===== src/include/fcb_pkg.sv =====
`default_nettype none
package fcb_pkg;
	// register shape
	localparam int          NTAP      = 4;
	localparam int          REG_W     = 16;
	localparam int          COEF_W    = 12;
	localparam int          COEF_MSB  = 11;
	localparam int          RSV_LSB   = 12;
	localparam int          RSV_MSB   = 15;
	localparam int          CENTER_W  = 18;
	localparam int          ADDR_W    = 14;
	localparam int          IDX_W     = 12;
	localparam logic [REG_W-1:0] COEF_RST = 16'h0000;
	localparam logic        DUAL_RST  = 1'b0;
	localparam int          MODE_DUAL_BIT = 0;
	// register indices; byte address is four times the index
	localparam logic [IDX_W-1:0] IDX_MODE = 12'h000;
	localparam logic [IDX_W-1:0] IDX_TAP6 = 12'h453;
	localparam logic [IDX_W-1:0] IDX_TAP7 = 12'h455;
	localparam logic [IDX_W-1:0] IDX_TAP8 = 12'h457;
	localparam logic [IDX_W-1:0] IDX_TAP9 = 12'h459;
	localparam logic [NTAP-1:0][IDX_W-1:0] TAP_IDX = {IDX_TAP9, IDX_TAP8, IDX_TAP7, IDX_TAP6};
	// bus answers
	localparam logic [1:0]  RESP_OKAY   = 2'h0;
	localparam logic [1:0]  RESP_SLVERR = 2'h2;
endpackage
`default_nettype wire


===== src/include/fcb_bank_if.sv =====
`default_nettype none
interface fcb_bank_if;
	import fcb_pkg::*;
	logic                        wr_en;
	logic [NTAP-1:0]             wr_hit;
	logic [REG_W-1:0]            wr_data;
	logic [1:0]                  wr_strb;
	logic [NTAP-1:0][REG_W-1:0]  coef;
	modport ctrl (output wr_en, output wr_hit, output wr_data, output wr_strb, input coef);
	modport bank (input wr_en, input wr_hit, input wr_data, input wr_strb, output coef);
endinterface
`default_nettype wire


===== src/fcb_chan_b_taps.sv =====
`default_nettype none
module fcb_chan_b_taps
	import fcb_pkg::*;
#(
	parameter int TAP_COEF_W = COEF_W
)
(
	// clock and reset
	input  wire logic                          aclk,
	input  wire logic                          aresetn,
	// axi4-lite write address
	input  wire logic                          s_axi_awvalid,
	output logic                               s_axi_awready,
	input  wire logic [ADDR_W-1:0]             s_axi_awaddr,
	input  wire logic [2:0]                    s_axi_awprot,
	// axi4-lite write data and response
	input  wire logic                          s_axi_wvalid,
	output logic                               s_axi_wready,
	input  wire logic [31:0]                   s_axi_wdata,
	input  wire logic [3:0]                    s_axi_wstrb,
	output logic                               s_axi_bvalid,
	input  wire logic                          s_axi_bready,
	output logic [1:0]                         s_axi_bresp,
	// axi4-lite read
	input  wire logic                          s_axi_arvalid,
	output logic                               s_axi_arready,
	input  wire logic [ADDR_W-1:0]             s_axi_araddr,
	input  wire logic [2:0]                    s_axi_arprot,
	output logic                               s_axi_rvalid,
	input  wire logic                          s_axi_rready,
	output logic [31:0]                        s_axi_rdata,
	output logic [1:0]                         s_axi_rresp,
	// coefficients toward the filter, index 0 is the sixth tap
	output logic                               dual_mode,
	output logic [NTAP-1:0][TAP_COEF_W-1:0]    chan_b_tap_coeff
);
	generate
		if (TAP_COEF_W != COEF_W || TAP_COEF_W >= CENTER_W) begin : g_chk
			$error("tap width must be the 12-bit outer tap width");
		end
	endgenerate

	fcb_bank_if bus ();

	fcb_coef_bank u_bank (
		.aclk    (aclk),
		.aresetn (aresetn),
		.bus     (bus)
	);

	logic                  aw_held_r, aw_held_nxt;
	logic                  w_held_r, w_held_nxt;
	logic [ADDR_W-1:0]     awaddr_r;
	logic [REG_W-1:0]      wdata_r;
	logic [1:0]            wstrb_r;
	logic                  awready_r, wready_r, arready_r;
	logic                  bvalid_r, bvalid_nxt, rvalid_r, rvalid_nxt;
	logic [1:0]            bresp_r, rresp_r;
	logic [31:0]           rdata_r;
	logic                  dual_mode_r;
	logic [NTAP-1:0][TAP_COEF_W-1:0] tap_out_r;

	// handshakes; the prot inputs carry no meaning here
	wire aw_take = s_axi_awvalid && awready_r;
	wire w_take  = s_axi_wvalid && wready_r;
	wire ar_take = s_axi_arvalid && arready_r;
	wire do_wr   = aw_held_r && w_held_r && !bvalid_r;
	assign aw_held_nxt = (aw_held_r || aw_take) && !do_wr;
	assign w_held_nxt  = (w_held_r || w_take) && !do_wr;
	assign bvalid_nxt  = do_wr || (bvalid_r && !s_axi_bready);
	assign rvalid_nxt  = ar_take || (rvalid_r && !s_axi_rready);

	// address decode, a write and a read comparator per tap
	wire [IDX_W-1:0] w_idx = awaddr_r[ADDR_W-1:2];
	wire [IDX_W-1:0] r_idx = s_axi_araddr[ADDR_W-1:2];
	wire [NTAP-1:0]  w_hit;
	wire [NTAP-1:0]  r_hit;
	wire [NTAP-1:0][31:0] r_word;
	genvar i;
	generate
		for (i = 0; i < NTAP; i++) begin : g_dec
			assign w_hit[i]  = (w_idx == TAP_IDX[i]);
			assign r_hit[i]  = (r_idx == TAP_IDX[i]);
			assign r_word[i] = r_hit[i] ?
				{16'h0000, bus.coef[i][RSV_MSB:RSV_LSB], 1'b0, bus.coef[i][COEF_MSB-1:0]} :
				32'h0000_0000;
		end
	endgenerate
	wire w_mode = (w_idx == IDX_MODE);
	wire r_mode = (r_idx == IDX_MODE);
	wire w_ok   = w_mode || (|w_hit);
	wire r_ok   = r_mode || (|r_hit);

	// at most one word is selected, so an or-reduction is the mux
	logic [31:0] rd_word;
	always_comb begin
		rd_word = r_mode ? {31'h0000_0000, dual_mode_r} : 32'h0000_0000;
		for (int k = 0; k < NTAP; k++) begin
			rd_word = rd_word | r_word[k];
		end
	end

	// write port toward the bank; only the low two lanes hold data
	assign bus.wr_en   = do_wr;
	assign bus.wr_hit  = w_hit;
	assign bus.wr_data = wdata_r;
	assign bus.wr_strb = wstrb_r;

	// write channels: address and data are latched in either order
	always_ff @(posedge aclk) begin
		if (!aresetn) begin
			aw_held_r <= 1'b0;
			w_held_r  <= 1'b0;
			awaddr_r  <= '0;
			wdata_r   <= '0;
			wstrb_r   <= '0;
		end else begin
			aw_held_r <= aw_held_nxt;
			w_held_r  <= w_held_nxt;
			if (aw_take) begin
				awaddr_r <= s_axi_awaddr;
			end
			if (w_take) begin
				wdata_r <= s_axi_wdata[REG_W-1:0];
				wstrb_r <= s_axi_wstrb[1:0];
			end
		end
	end

	// readies are registered so every bus output leaves a flop
	always_ff @(posedge aclk) begin
		if (!aresetn) begin
			awready_r <= 1'b0;
			wready_r  <= 1'b0;
			arready_r <= 1'b0;
		end else begin
			awready_r <= !aw_held_nxt && !bvalid_nxt;
			wready_r  <= !w_held_nxt && !bvalid_nxt;
			arready_r <= !rvalid_nxt;
		end
	end

	// responses; unmapped addresses answer slverr
	always_ff @(posedge aclk) begin
		if (!aresetn) begin
			bvalid_r <= 1'b0;
			bresp_r  <= RESP_OKAY;
			rvalid_r <= 1'b0;
			rresp_r  <= RESP_OKAY;
			rdata_r  <= 32'h0000_0000;
		end else begin
			bvalid_r <= bvalid_nxt;
			rvalid_r <= rvalid_nxt;
			if (do_wr) begin
				bresp_r <= w_ok ? RESP_OKAY : RESP_SLVERR;
			end
			if (ar_take) begin
				rresp_r <= r_ok ? RESP_OKAY : RESP_SLVERR;
				rdata_r <= rd_word;
			end
		end
	end

	// mode bit; while clear the taps show zero, so a set loaded before setting it reaches the filter whole; while set a tap write lands two clocks later
	always_ff @(posedge aclk) begin
		if (!aresetn) begin
			dual_mode_r <= DUAL_RST;
		end else if (do_wr && w_mode && wstrb_r[0]) begin
			dual_mode_r <= wdata_r[MODE_DUAL_BIT];
		end
	end

	always_ff @(posedge aclk) begin
		if (!aresetn) begin
			tap_out_r <= '0;
		end else begin
			for (int k = 0; k < NTAP; k++) begin
				tap_out_r[k] <= dual_mode_r ? bus.coef[k][COEF_W-1:0] : '0;
			end
		end
	end

	assign s_axi_awready    = awready_r;
	assign s_axi_wready     = wready_r;
	assign s_axi_bvalid     = bvalid_r;
	assign s_axi_bresp      = bresp_r;
	assign s_axi_arready    = arready_r;
	assign s_axi_rvalid     = rvalid_r;
	assign s_axi_rdata      = rdata_r;
	assign s_axi_rresp      = rresp_r;
	assign dual_mode        = dual_mode_r;
	assign chan_b_tap_coeff = tap_out_r;

	property p_rd_msb;
		@(posedge aclk) disable iff (!aresetn)
		s_axi_rvalid |-> !s_axi_rdata[COEF_MSB];
	endproperty
	a_rd_msb: assert property (p_rd_msb) else $error("readback msb not zero");

	property p_rd_upper;
		@(posedge aclk) disable iff (!aresetn)
		s_axi_rvalid |-> (s_axi_rdata[31:16] == 16'h0000);
	endproperty
	a_rd_upper: assert property (p_rd_upper) else $error("upper read bits not zero");

	property p_tap6;
		@(posedge aclk) disable iff (!aresetn)
		(do_wr && w_hit[0] && (&wstrb_r) && dual_mode_r)
			|-> ##2 (chan_b_tap_coeff[0] == $past(wdata_r[COEF_W-1:0], 2));
	endproperty
	a_tap6: assert property (p_tap6) else $error("sixth tap not applied");

	property p_tap7;
		@(posedge aclk) disable iff (!aresetn)
		(do_wr && (w_idx == IDX_TAP7) && (&wstrb_r) && dual_mode_r)
			|-> ##2 (chan_b_tap_coeff[1] == $past(wdata_r[COEF_W-1:0], 2));
	endproperty
	a_tap7: assert property (p_tap7) else $error("seventh tap not applied");

	property p_tap8;
		@(posedge aclk) disable iff (!aresetn)
		(do_wr && (w_idx == IDX_TAP8) && (&wstrb_r) && dual_mode_r)
			|-> ##2 (chan_b_tap_coeff[2] == $past(wdata_r[COEF_W-1:0], 2));
	endproperty
	a_tap8: assert property (p_tap8) else $error("eighth tap not applied");

	property p_tap9;
		@(posedge aclk) disable iff (!aresetn)
		(do_wr && (w_idx == IDX_TAP9) && (&wstrb_r) && dual_mode_r)
			|-> ##2 (chan_b_tap_coeff[3] == $past(wdata_r[COEF_W-1:0], 2));
	endproperty
	a_tap9: assert property (p_tap9) else $error("ninth tap not applied");

	property p_reset_out;
		@(posedge aclk) disable iff (1'b0)
		!aresetn |=> (chan_b_tap_coeff == '0) && !s_axi_bvalid && !s_axi_rvalid;
	endproperty
	a_reset_out: assert property (p_reset_out) else $error("outputs not clear after reset");

	property p_bvalid_hold;
		@(posedge aclk) disable iff (!aresetn)
		(s_axi_bvalid && !s_axi_bready) |=> s_axi_bvalid && $stable(s_axi_bresp);
	endproperty
	a_bvalid_hold: assert property (p_bvalid_hold) else $error("write response dropped");

	property p_rvalid_hold;
		@(posedge aclk) disable iff (!aresetn)
		(s_axi_rvalid && !s_axi_rready) |=> s_axi_rvalid && $stable(s_axi_rdata);
	endproperty
	a_rvalid_hold: assert property (p_rvalid_hold) else $error("read response dropped");
endmodule
`default_nettype wire


===== src/fcb_coef_bank.sv =====
`default_nettype none
module fcb_coef_bank
	import fcb_pkg::*;
(
	// clock and reset
	input  wire logic  aclk,
	input  wire logic  aresetn,
	// register port
	fcb_bank_if.bank   bus
);
	genvar i;
	generate
		for (i = 0; i < NTAP; i++) begin : g_tap
			logic [REG_W-1:0] coef_r;
			// byte lanes write independently; reserved bits are stored like the rest
			// field layout and reset
			always_ff @(posedge aclk) begin
				if (!aresetn) begin
					coef_r <= COEF_RST;
				end else if (bus.wr_en && bus.wr_hit[i]) begin
					if (bus.wr_strb[0]) begin
						coef_r[7:0] <= bus.wr_data[7:0];
					end
					if (bus.wr_strb[1]) begin
						coef_r[15:8] <= bus.wr_data[15:8];
					end
				end
			end
			assign bus.coef[i] = coef_r;
		end
	endgenerate

	// reset leaves every word cleared
	property p_bank_reset;
		@(posedge aclk) disable iff (1'b0)
		!aresetn |=> (bus.coef == '0);
	endproperty
	a_bank_reset: assert property (p_bank_reset) else $error("coefficient not zero after reset");
endmodule
`default_nettype wire


===== config.mk =====
export PLATFORM = sky130hd
export DESIGN_NAME = fcb_chan_b_taps
export DESIGN_NICKNAME = d
export VERILOG_FILES = /design/src/include/fcb_pkg.sv /design/src/include/fcb_bank_if.sv /design/src/fcb_chan_b_taps.sv /design/src/fcb_coef_bank.sv
export SDC_FILE = /design/constraint.sdc
export NUM_CORES = 1
export LEC_CHECK = 0
export BUFFER_PORTS_ARGS = -buffer_cell sky130_fd_sc_hd__buf_4
export CAP_MARGIN = 20
export CORE_MARGIN = 2
export CORE_UTILIZATION = 23
export CTS_CLUSTER_SIZE = 10
export DETAILED_ROUTE_END_ITERATION = 8
export GPL_ROUTABILITY_DRIVEN = 1
export GPL_TIMING_DRIVEN = 0
export PLACE_DENSITY_LB_ADDON = 0.25
export SLEW_MARGIN = 20
export SYNTH_ARGS = -nofsm -noshare
export SYNTH_HDL_FRONTEND = slang
export SYNTH_SLANG_ARGS = --single-unit

===== constraint.sdc =====
create_clock -name aclk -period 1.88 [get_ports aclk]
set_input_delay 0.094 -clock aclk [delete_from_list [all_inputs] [get_ports aclk]]
set_output_delay 0.094 -clock aclk [all_outputs]
set_load 0.005 [all_outputs]

==> results of run 1 <==
==> cell type report <==
cell class / count / area (um2)
Inverter: 1 / 3.754
Tap cell: 378 / 473.0
Buffer: 61 / 321.6
Sequential cell: 167 / 3343
Multi-Input combinational cell: 461 / 2863
Antenna cell: 1 / 2.502
Clock buffer: 18 / 429.2
Fill cell: 2926 / 18870
Timing Repair Buffer: 150 / 1211
Clock inverter: 14 / 185.2
==> path summary, 6_finish.rpt <==
path,to,cells after the start,start
hold reg to reg,u_bank.g_tap[2].coef_r[11]$_SDFFE_PN0P_,2,u_bank.g_tap[2].coef_r[11]$_SDFFE_PN0P_
hold / removal,awaddr_r[13]$_SDFFE_PN0P_,4,s_axi_awvalid
setup / recovery,u_bank.g_tap[2].coef_r[0]$_SDFFE_PN0P_,4,awaddr_r[11]$_SDFFE_PN0P_
setup reg to reg,u_bank.g_tap[2].coef_r[0]$_SDFFE_PN0P_,4,awaddr_r[11]$_SDFFE_PN0P_
==> repair_timing <==
item / CTS / global route
resized for setup: 0 / 3
hold endpoints to repair: 34 / 0
setup endpoints to repair: 0 / 35
setup buffers: 0 / 0
hold buffers: 34 / 0
==> cells by family (layout without fill, tap and decap cells) <==
logic type / count (synthesis) / count (layout) / share of synthesized area
xor gates and xnor gates: 1 / 1 / 0.001356
buffers and inverters: 62 / 244 / 0.05016
AOI/OAI and AO/OA: 84 / 84 / 0.09432
muxes: 80 / 80 / 0.1240
other: 1 / 20 / 0.0005805
DFF: 167 / 167 / 0.5175
and+or+nand+nor: 277 / 277 / 0.2121
==> routing by layer <==
metal,vias up,GRT usage,share of wire
met5,-,0,0
met4,0,0.04679,0.015
met3,18,0.03428,0.060
met2,163,0.2076,0.43
met1,2451,0.1972,0.50
li1,2661,-,-
==> registers in the layout, summed over array words and instances (netlist names) <==
signal,flops
s_axi_rvalid,1
s_axi_bresp,1
awaddr_r,12
chan_b_tap_coeff,48
bus.wr_strb,2
bus.wr_data,16
s_axi_awready,1
s_axi_wready,1
w_held_r,1
aw_held_r,1
s_axi_bvalid,1
u_bank.g_tap.coef_r,64
s_axi_arready,1
s_axi_rresp,1
dual_mode,1
s_axi_rdata,15
==> cell usage in the layout (no fill, tap or decap), drive strengths merged, types with 8 or more instances in the layout <==
| cell | instances |
|---|---|
| dfxtp | 167 |
| nand2 | 155 |
| buf | 143 |
| mux2i | 80 |
| clkbuf | 52 |
| and3 | 50 |
| a21boi | 36 |
| dlygate4sd3 | 34 |
| nor2 | 26 |
| conb | 19 |
| o21ai | 15 |
| o2bb2ai | 11 |
| a221oi | 11 |
| nand3b | 9 |
| inv | 8 |
==> worst reg2reg max path, delay by kind of cell (launching register included) <==
family,cells,cell delay (ns)
AND/OR/NAND/NOR,3,1.19
flip-flops,1,0.33
multiplexers,1,0.25
==> power by group through the flow <==
| stage | logic [mW] | clock network, mW | registers [mW] |
|---|---|---|---|
| 2_1_floorplan | 0.256 | 0 | 3.71 |
| 3_3_place_gp | 0.485 | 0 | 3.72 |
| 3_5_place_dp | 0.485 | 0 | 3.72 |
| 4_1_cts | 0.541 | 3.78 | 3.64 |
| 5_1_grt | 0.595 | 3.93 | 3.64 |
| 6_report | 0.539 | 3.70 | 3.64 |
==> flow_summary_export.csv, run 1 <==
group,metric,value,unit
clocking,clockBufferDepth,2,
routing,finalWirelength,20.28,mm
clocking,cts_max_level,4,
sta,slew_viol_final,0,
logic_synthesis,synthCells,672,
clocking,cts_buffers,17,
logic_synthesis,syn_area,6460,um2
sta,worst_pin_slew,0.7878,ns
final_layout,drive_gt1_frac,0.2099,
global_routing,grt_pass1_vias,5031,
clocking,clk_pin_slew,0.06,ns
power_and_ir_drop,p_switching,1.900,mW
logic_synthesis,synth_top_area_frac,0.5175,
sta,final-setup-viol-count,0,
clocking,clock_sinks,167,
floorplanning,start_util,0.2332,
power_and_ir_drop,pwr-share-comb,0.068,
logic_synthesis,synth-main-ff-cell,"dfxtp_1",
floorplanning,die_area,29440,um2
final_layout,utilization,0.3188,
global_routing,antenna_found_initial,0,
routing,postRouteAntennaNets,0,
worst_hold_path,hp-class,"in2reg",
floorplanning,die_width,171.6,um
run_status,status,"finished, final reports clean",
place,placed_area,7871,um2
final_layout,area_growth,36.72,%
place,dp.cells,1184,
critical_path,start_kind,"register",
floorplanning,coreArea,27710,um2
logic_synthesis,synth_edf_count,0,
sta,period_needed,1.839,ns
critical_path,critPathTopFamily,"simple AND/OR/NAND/NOR gates",
global_routing,gr-usage-all-layers,0.1399,
routing,first_pass_iters,5,
critical_path,criticalPathCategory,"reg2reg",
final_layout,nNetsFinal,936,
logic_synthesis,synth_commonest_cells,"dfxtp_1, nand2_1, mux2i_1",
power_and_ir_drop,seq_power_share,0.462,
routing,via_count,5293,
global_routing,grt_overflow,0,
power_and_ir_drop,pwr_density_cell,891.7,nW/um2
critical_path,rrSetupSlack,0.04,ns
floorplanning,rows,61,
place,place.gp.congestion,0.7768,
final_layout,fin_cells,1251,
clocking,clock-root-buffer,"clkbuf_16",
place,dp_slack,-0.08639,ns
clocking,clk_latency,0.43,ns
sta,setup_tns,0,ns
logic_synthesis,synth_warnings,0,
sta,max-slew-margin-rel,0.4748,
sta,timing.final.crit_share,0.9784,
critical_path,worst_setup_path_end_kind,"register",
logic_synthesis,synth_cell_types,43,
logic_synthesis,synthArstFlopShare,0,
sta,layout_setup_ws,0.04058,ns
power_and_ir_drop,p_leak,3.796,nW
power_and_ir_drop,internal_power,5.976,mW
global_routing,grt_start_max_net_pins,17,
routing,wl_per_cell,16.21,um
floorplanning,ios,167,
power_and_ir_drop,clkPwrFrac,0.469,
critical_path,worstPathCellList,"nor4_4, nand4b_1, nor2_2, mux2i_1",
logic_synthesis,synth_most_common_cell,"dfxtp_1",
critical_path,path_buf_inv,0,
final_layout,fin_area,8832,um2
logic_synthesis,syn_area_per_cell,9.613,um2
place,io_buffers,116,
sta,whs,0.02417,ns
routing,route.detailed.drc,0,
logic_synthesis,synth_largest_area_cell,"dfxtp_1",
global_routing,grt_pass1_wl,30.37,mm
critical_path,slowest_stage,"nor2_2",
critical_path,cp.required,2.24,ns
power_and_ir_drop,p_total,7.876,mW
logic_synthesis,synth-seq-cells,167,
routing,drt_iter0_markers,255,
critical_path,arrival,2.20,ns
floorplanning,chipHeight,171.6,um
logic_synthesis,ys_seq_area_frac,0.5175,
power_and_ir_drop,switching_share,0.2412,
logic_synthesis,synth_area_leaders,"dfxtp_1, mux2i_1, nand2_1, and3_1, a21boi_0",
critical_path,crit_fanout,8,
run,cap_violations,0,
routing,vias_per_cell,4.231,
place,dp_hpwl,15.36,mm
sta,final.setup_skew,0.01079,ns
sta,hold_violations,0,
critical_path,cpPeakStageDelay,0.58,ns
sta,rsz0062_at_grt,"true",
clocking,cts_tree,"yes",
sta,fmax,543.6,MHz
power_and_ir_drop,irDropWorstVdd,0.5317,mV
(Power assumes the default switching activity.)
==> run 2, diff against run 1 <==
- REMOVE_ABC_BUFFERS: default -> 1
==> flow_summary_export.csv, run 2 (same netlist as run 1, synthesis figures left out) <==
group,metric,value,unit
floorplanning,chipHeight,171.6,um
place,place.gp.congestion,0.7076,
floorplanning,die_area,29440,um2
routing,postRouteAntennaNets,0,
clocking,clock_sinks,167,
place,dp_hpwl,11.11,mm
final_layout,area_growth,35.31,%
clocking,cts_tree,"yes",
clocking,clk_pin_slew,0.07,ns
clocking,clockBufferDepth,2,
power_and_ir_drop,irDropWorstVdd,0.4745,mV
power_and_ir_drop,clkPwrFrac,0.482,
global_routing,grt_start_max_net_pins,94,
routing,route.detailed.drc,0,
power_and_ir_drop,p_switching,1.815,mW
floorplanning,start_util,0.2332,
sta,whs,0.08558,ns
power_and_ir_drop,pwr_density_cell,909.7,nW/um2
floorplanning,coreArea,27710,um2
power_and_ir_drop,pwr-share-comb,0.060,
global_routing,antenna_found_initial,0,
sta,final-setup-viol-count,0,
routing,vias_per_cell,4.192,
global_routing,grt_pass1_vias,4759,
final_layout,fin_cells,1200,
clocking,cts_buffers,17,
clocking,clk_latency,0.42,ns
sta,layout_setup_ws,0.1306,ns
sta,period_needed,1.749,ns
run,cap_violations,0,
sta,timing.final.crit_share,0.9305,
critical_path,criticalPathCategory,"reg2reg",
power_and_ir_drop,switching_share,0.2282,
global_routing,gr-usage-all-layers,0.1187,
global_routing,grt_pass1_wl,26.34,mm
critical_path,crit_fanout,8,
floorplanning,ios,167,
power_and_ir_drop,p_total,7.952,mW
sta,rsz0062_at_grt,"false",
final_layout,nFillCells,2896,
final_layout,drive_gt1_frac,0.2092,
power_and_ir_drop,p_leak,3.714,nW
sta,fmax,571.6,MHz
worst_hold_path,hp-class,"in2reg",
final_layout,fin_area,8741,um2
sta,max-slew-margin-rel,0.3796,
place,placed_area,7654,um2
critical_path,worst_setup_path_end_kind,"register",
final_layout,final_cell_mix,"dfxtp_1, nand2_1, buf_4",
final_layout,utilization,0.3155,
clocking,cts_max_level,4,
routing,first_pass_iters,4,
sta,worst_pin_slew,0.9305,ns
place,dp_slack,-0.3728,ns
run_status,status,"finished, final reports clean",
sta,setup_tns,0,ns
final_layout,mostFrequentLayoutCell,"dfxtp_1",
critical_path,cp.required,2.17,ns
sta,hold_violations,0,
power_and_ir_drop,seq_power_share,0.457,
critical_path,arrival,2.04,ns
routing,finalWirelength,17.26,mm
floorplanning,rows,61,
place,dp.cells,1129,
final_layout,n_antenna_cell,0,
routing,drt_iter0_markers,285,
final_layout,largest_reg_flops,64,
sta,slew_viol_final,0,
power_and_ir_drop,internal_power,6.137,mW
critical_path,start_kind,"register",
final_layout,top_register,"u_bank.g_tap.coef_r",
final_layout,nNetsFinal,886,
sta,final.setup_skew,0.007984,ns
global_routing,grt_overflow,0,
floorplanning,die_width,171.6,um
clocking,clock-root-buffer,"clkbuf_16",
routing,via_count,5030,
routing,wl_per_cell,14.38,um
place,io_buffers,119,
critical_path,rrSetupSlack,0.13,ns
run 2: changes by cell type in the layout (fill, tap and decap cells not counted), sizes merged:
cell and delta:
diode -1, inv -4, bufinv +1, clkbuf -32
clkinv +1, buf -16
run 2: cell type report:
cell class,count,area (um2),share of cell area
clock buffers,20,456.7,0.05225
well taps,378,473.0,0.05411
multi-input cells,461,2893,0.3309
repair buffers,161,1383,0.1582
inverters,1,3.754,0.0004294
flip-flops and latches,167,3344,0.3826
clock inverters,12,187.7,0.02147
run 2: worst max-delay path, cell delays in order, from the launching register on:
cell     delay (ns)
dfxtp_1        0.33
nor4_4         0.40
and4b_1        0.28
nand2_1        0.37
mux2i_1        0.22
run 2: path summary, 6_finish.rpt:
| kind | endpoint | cells after the start | start |
|---|---|---|---|
| min reg2reg | s_axi_rdata[14]$_SDFFE_PN0P_ | 2 | s_axi_rdata[14]$_SDFFE_PN0P_ |
| max reg2reg | u_bank.g_tap[1].coef_r[5]$_SDFFE_PN0P_ | 4 | awaddr_r[11]$_SDFFE_PN0P_ |
| max | u_bank.g_tap[1].coef_r[5]$_SDFFE_PN0P_ | 4 | awaddr_r[11]$_SDFFE_PN0P_ |
| min | s_axi_rresp[1]$_SDFFE_PN0P_ | 4 | s_axi_araddr[5] |
run 2: timing repair:
action	in CTS	in global routing
pin swaps	0	5
hold endpoints to repair	34	0
hold buffers	34	0
endpoints found under the setup margin	32	42
gates resized for setup	1	6
setup buffers	0	5
run 2: power by group through the flow:
| stage | sequential, mW | combinational (mW) | clock (mW) |
|---|---|---|---|
| after floorplan | 3.71 | 0.163 | 0 |
| after global placement | 3.72 | 0.423 | 0 |
| after detailed placement | 3.72 | 0.433 | 0 |
| after CTS | 3.64 | 0.489 | 3.96 |
| after global routing | 3.64 | 0.532 | 4.11 |
| final | 3.64 | 0.480 | 3.83 |
run 2: layer usage:
layer	share of wire	track usage	vias to the layer above
met1	0.49	0.1585	2349
met3	0.045	0.02623	19
met4	0.013	0.04532	0
met5	0	0	-
li1	-	-	2553
met2	0.45	0.1865	109
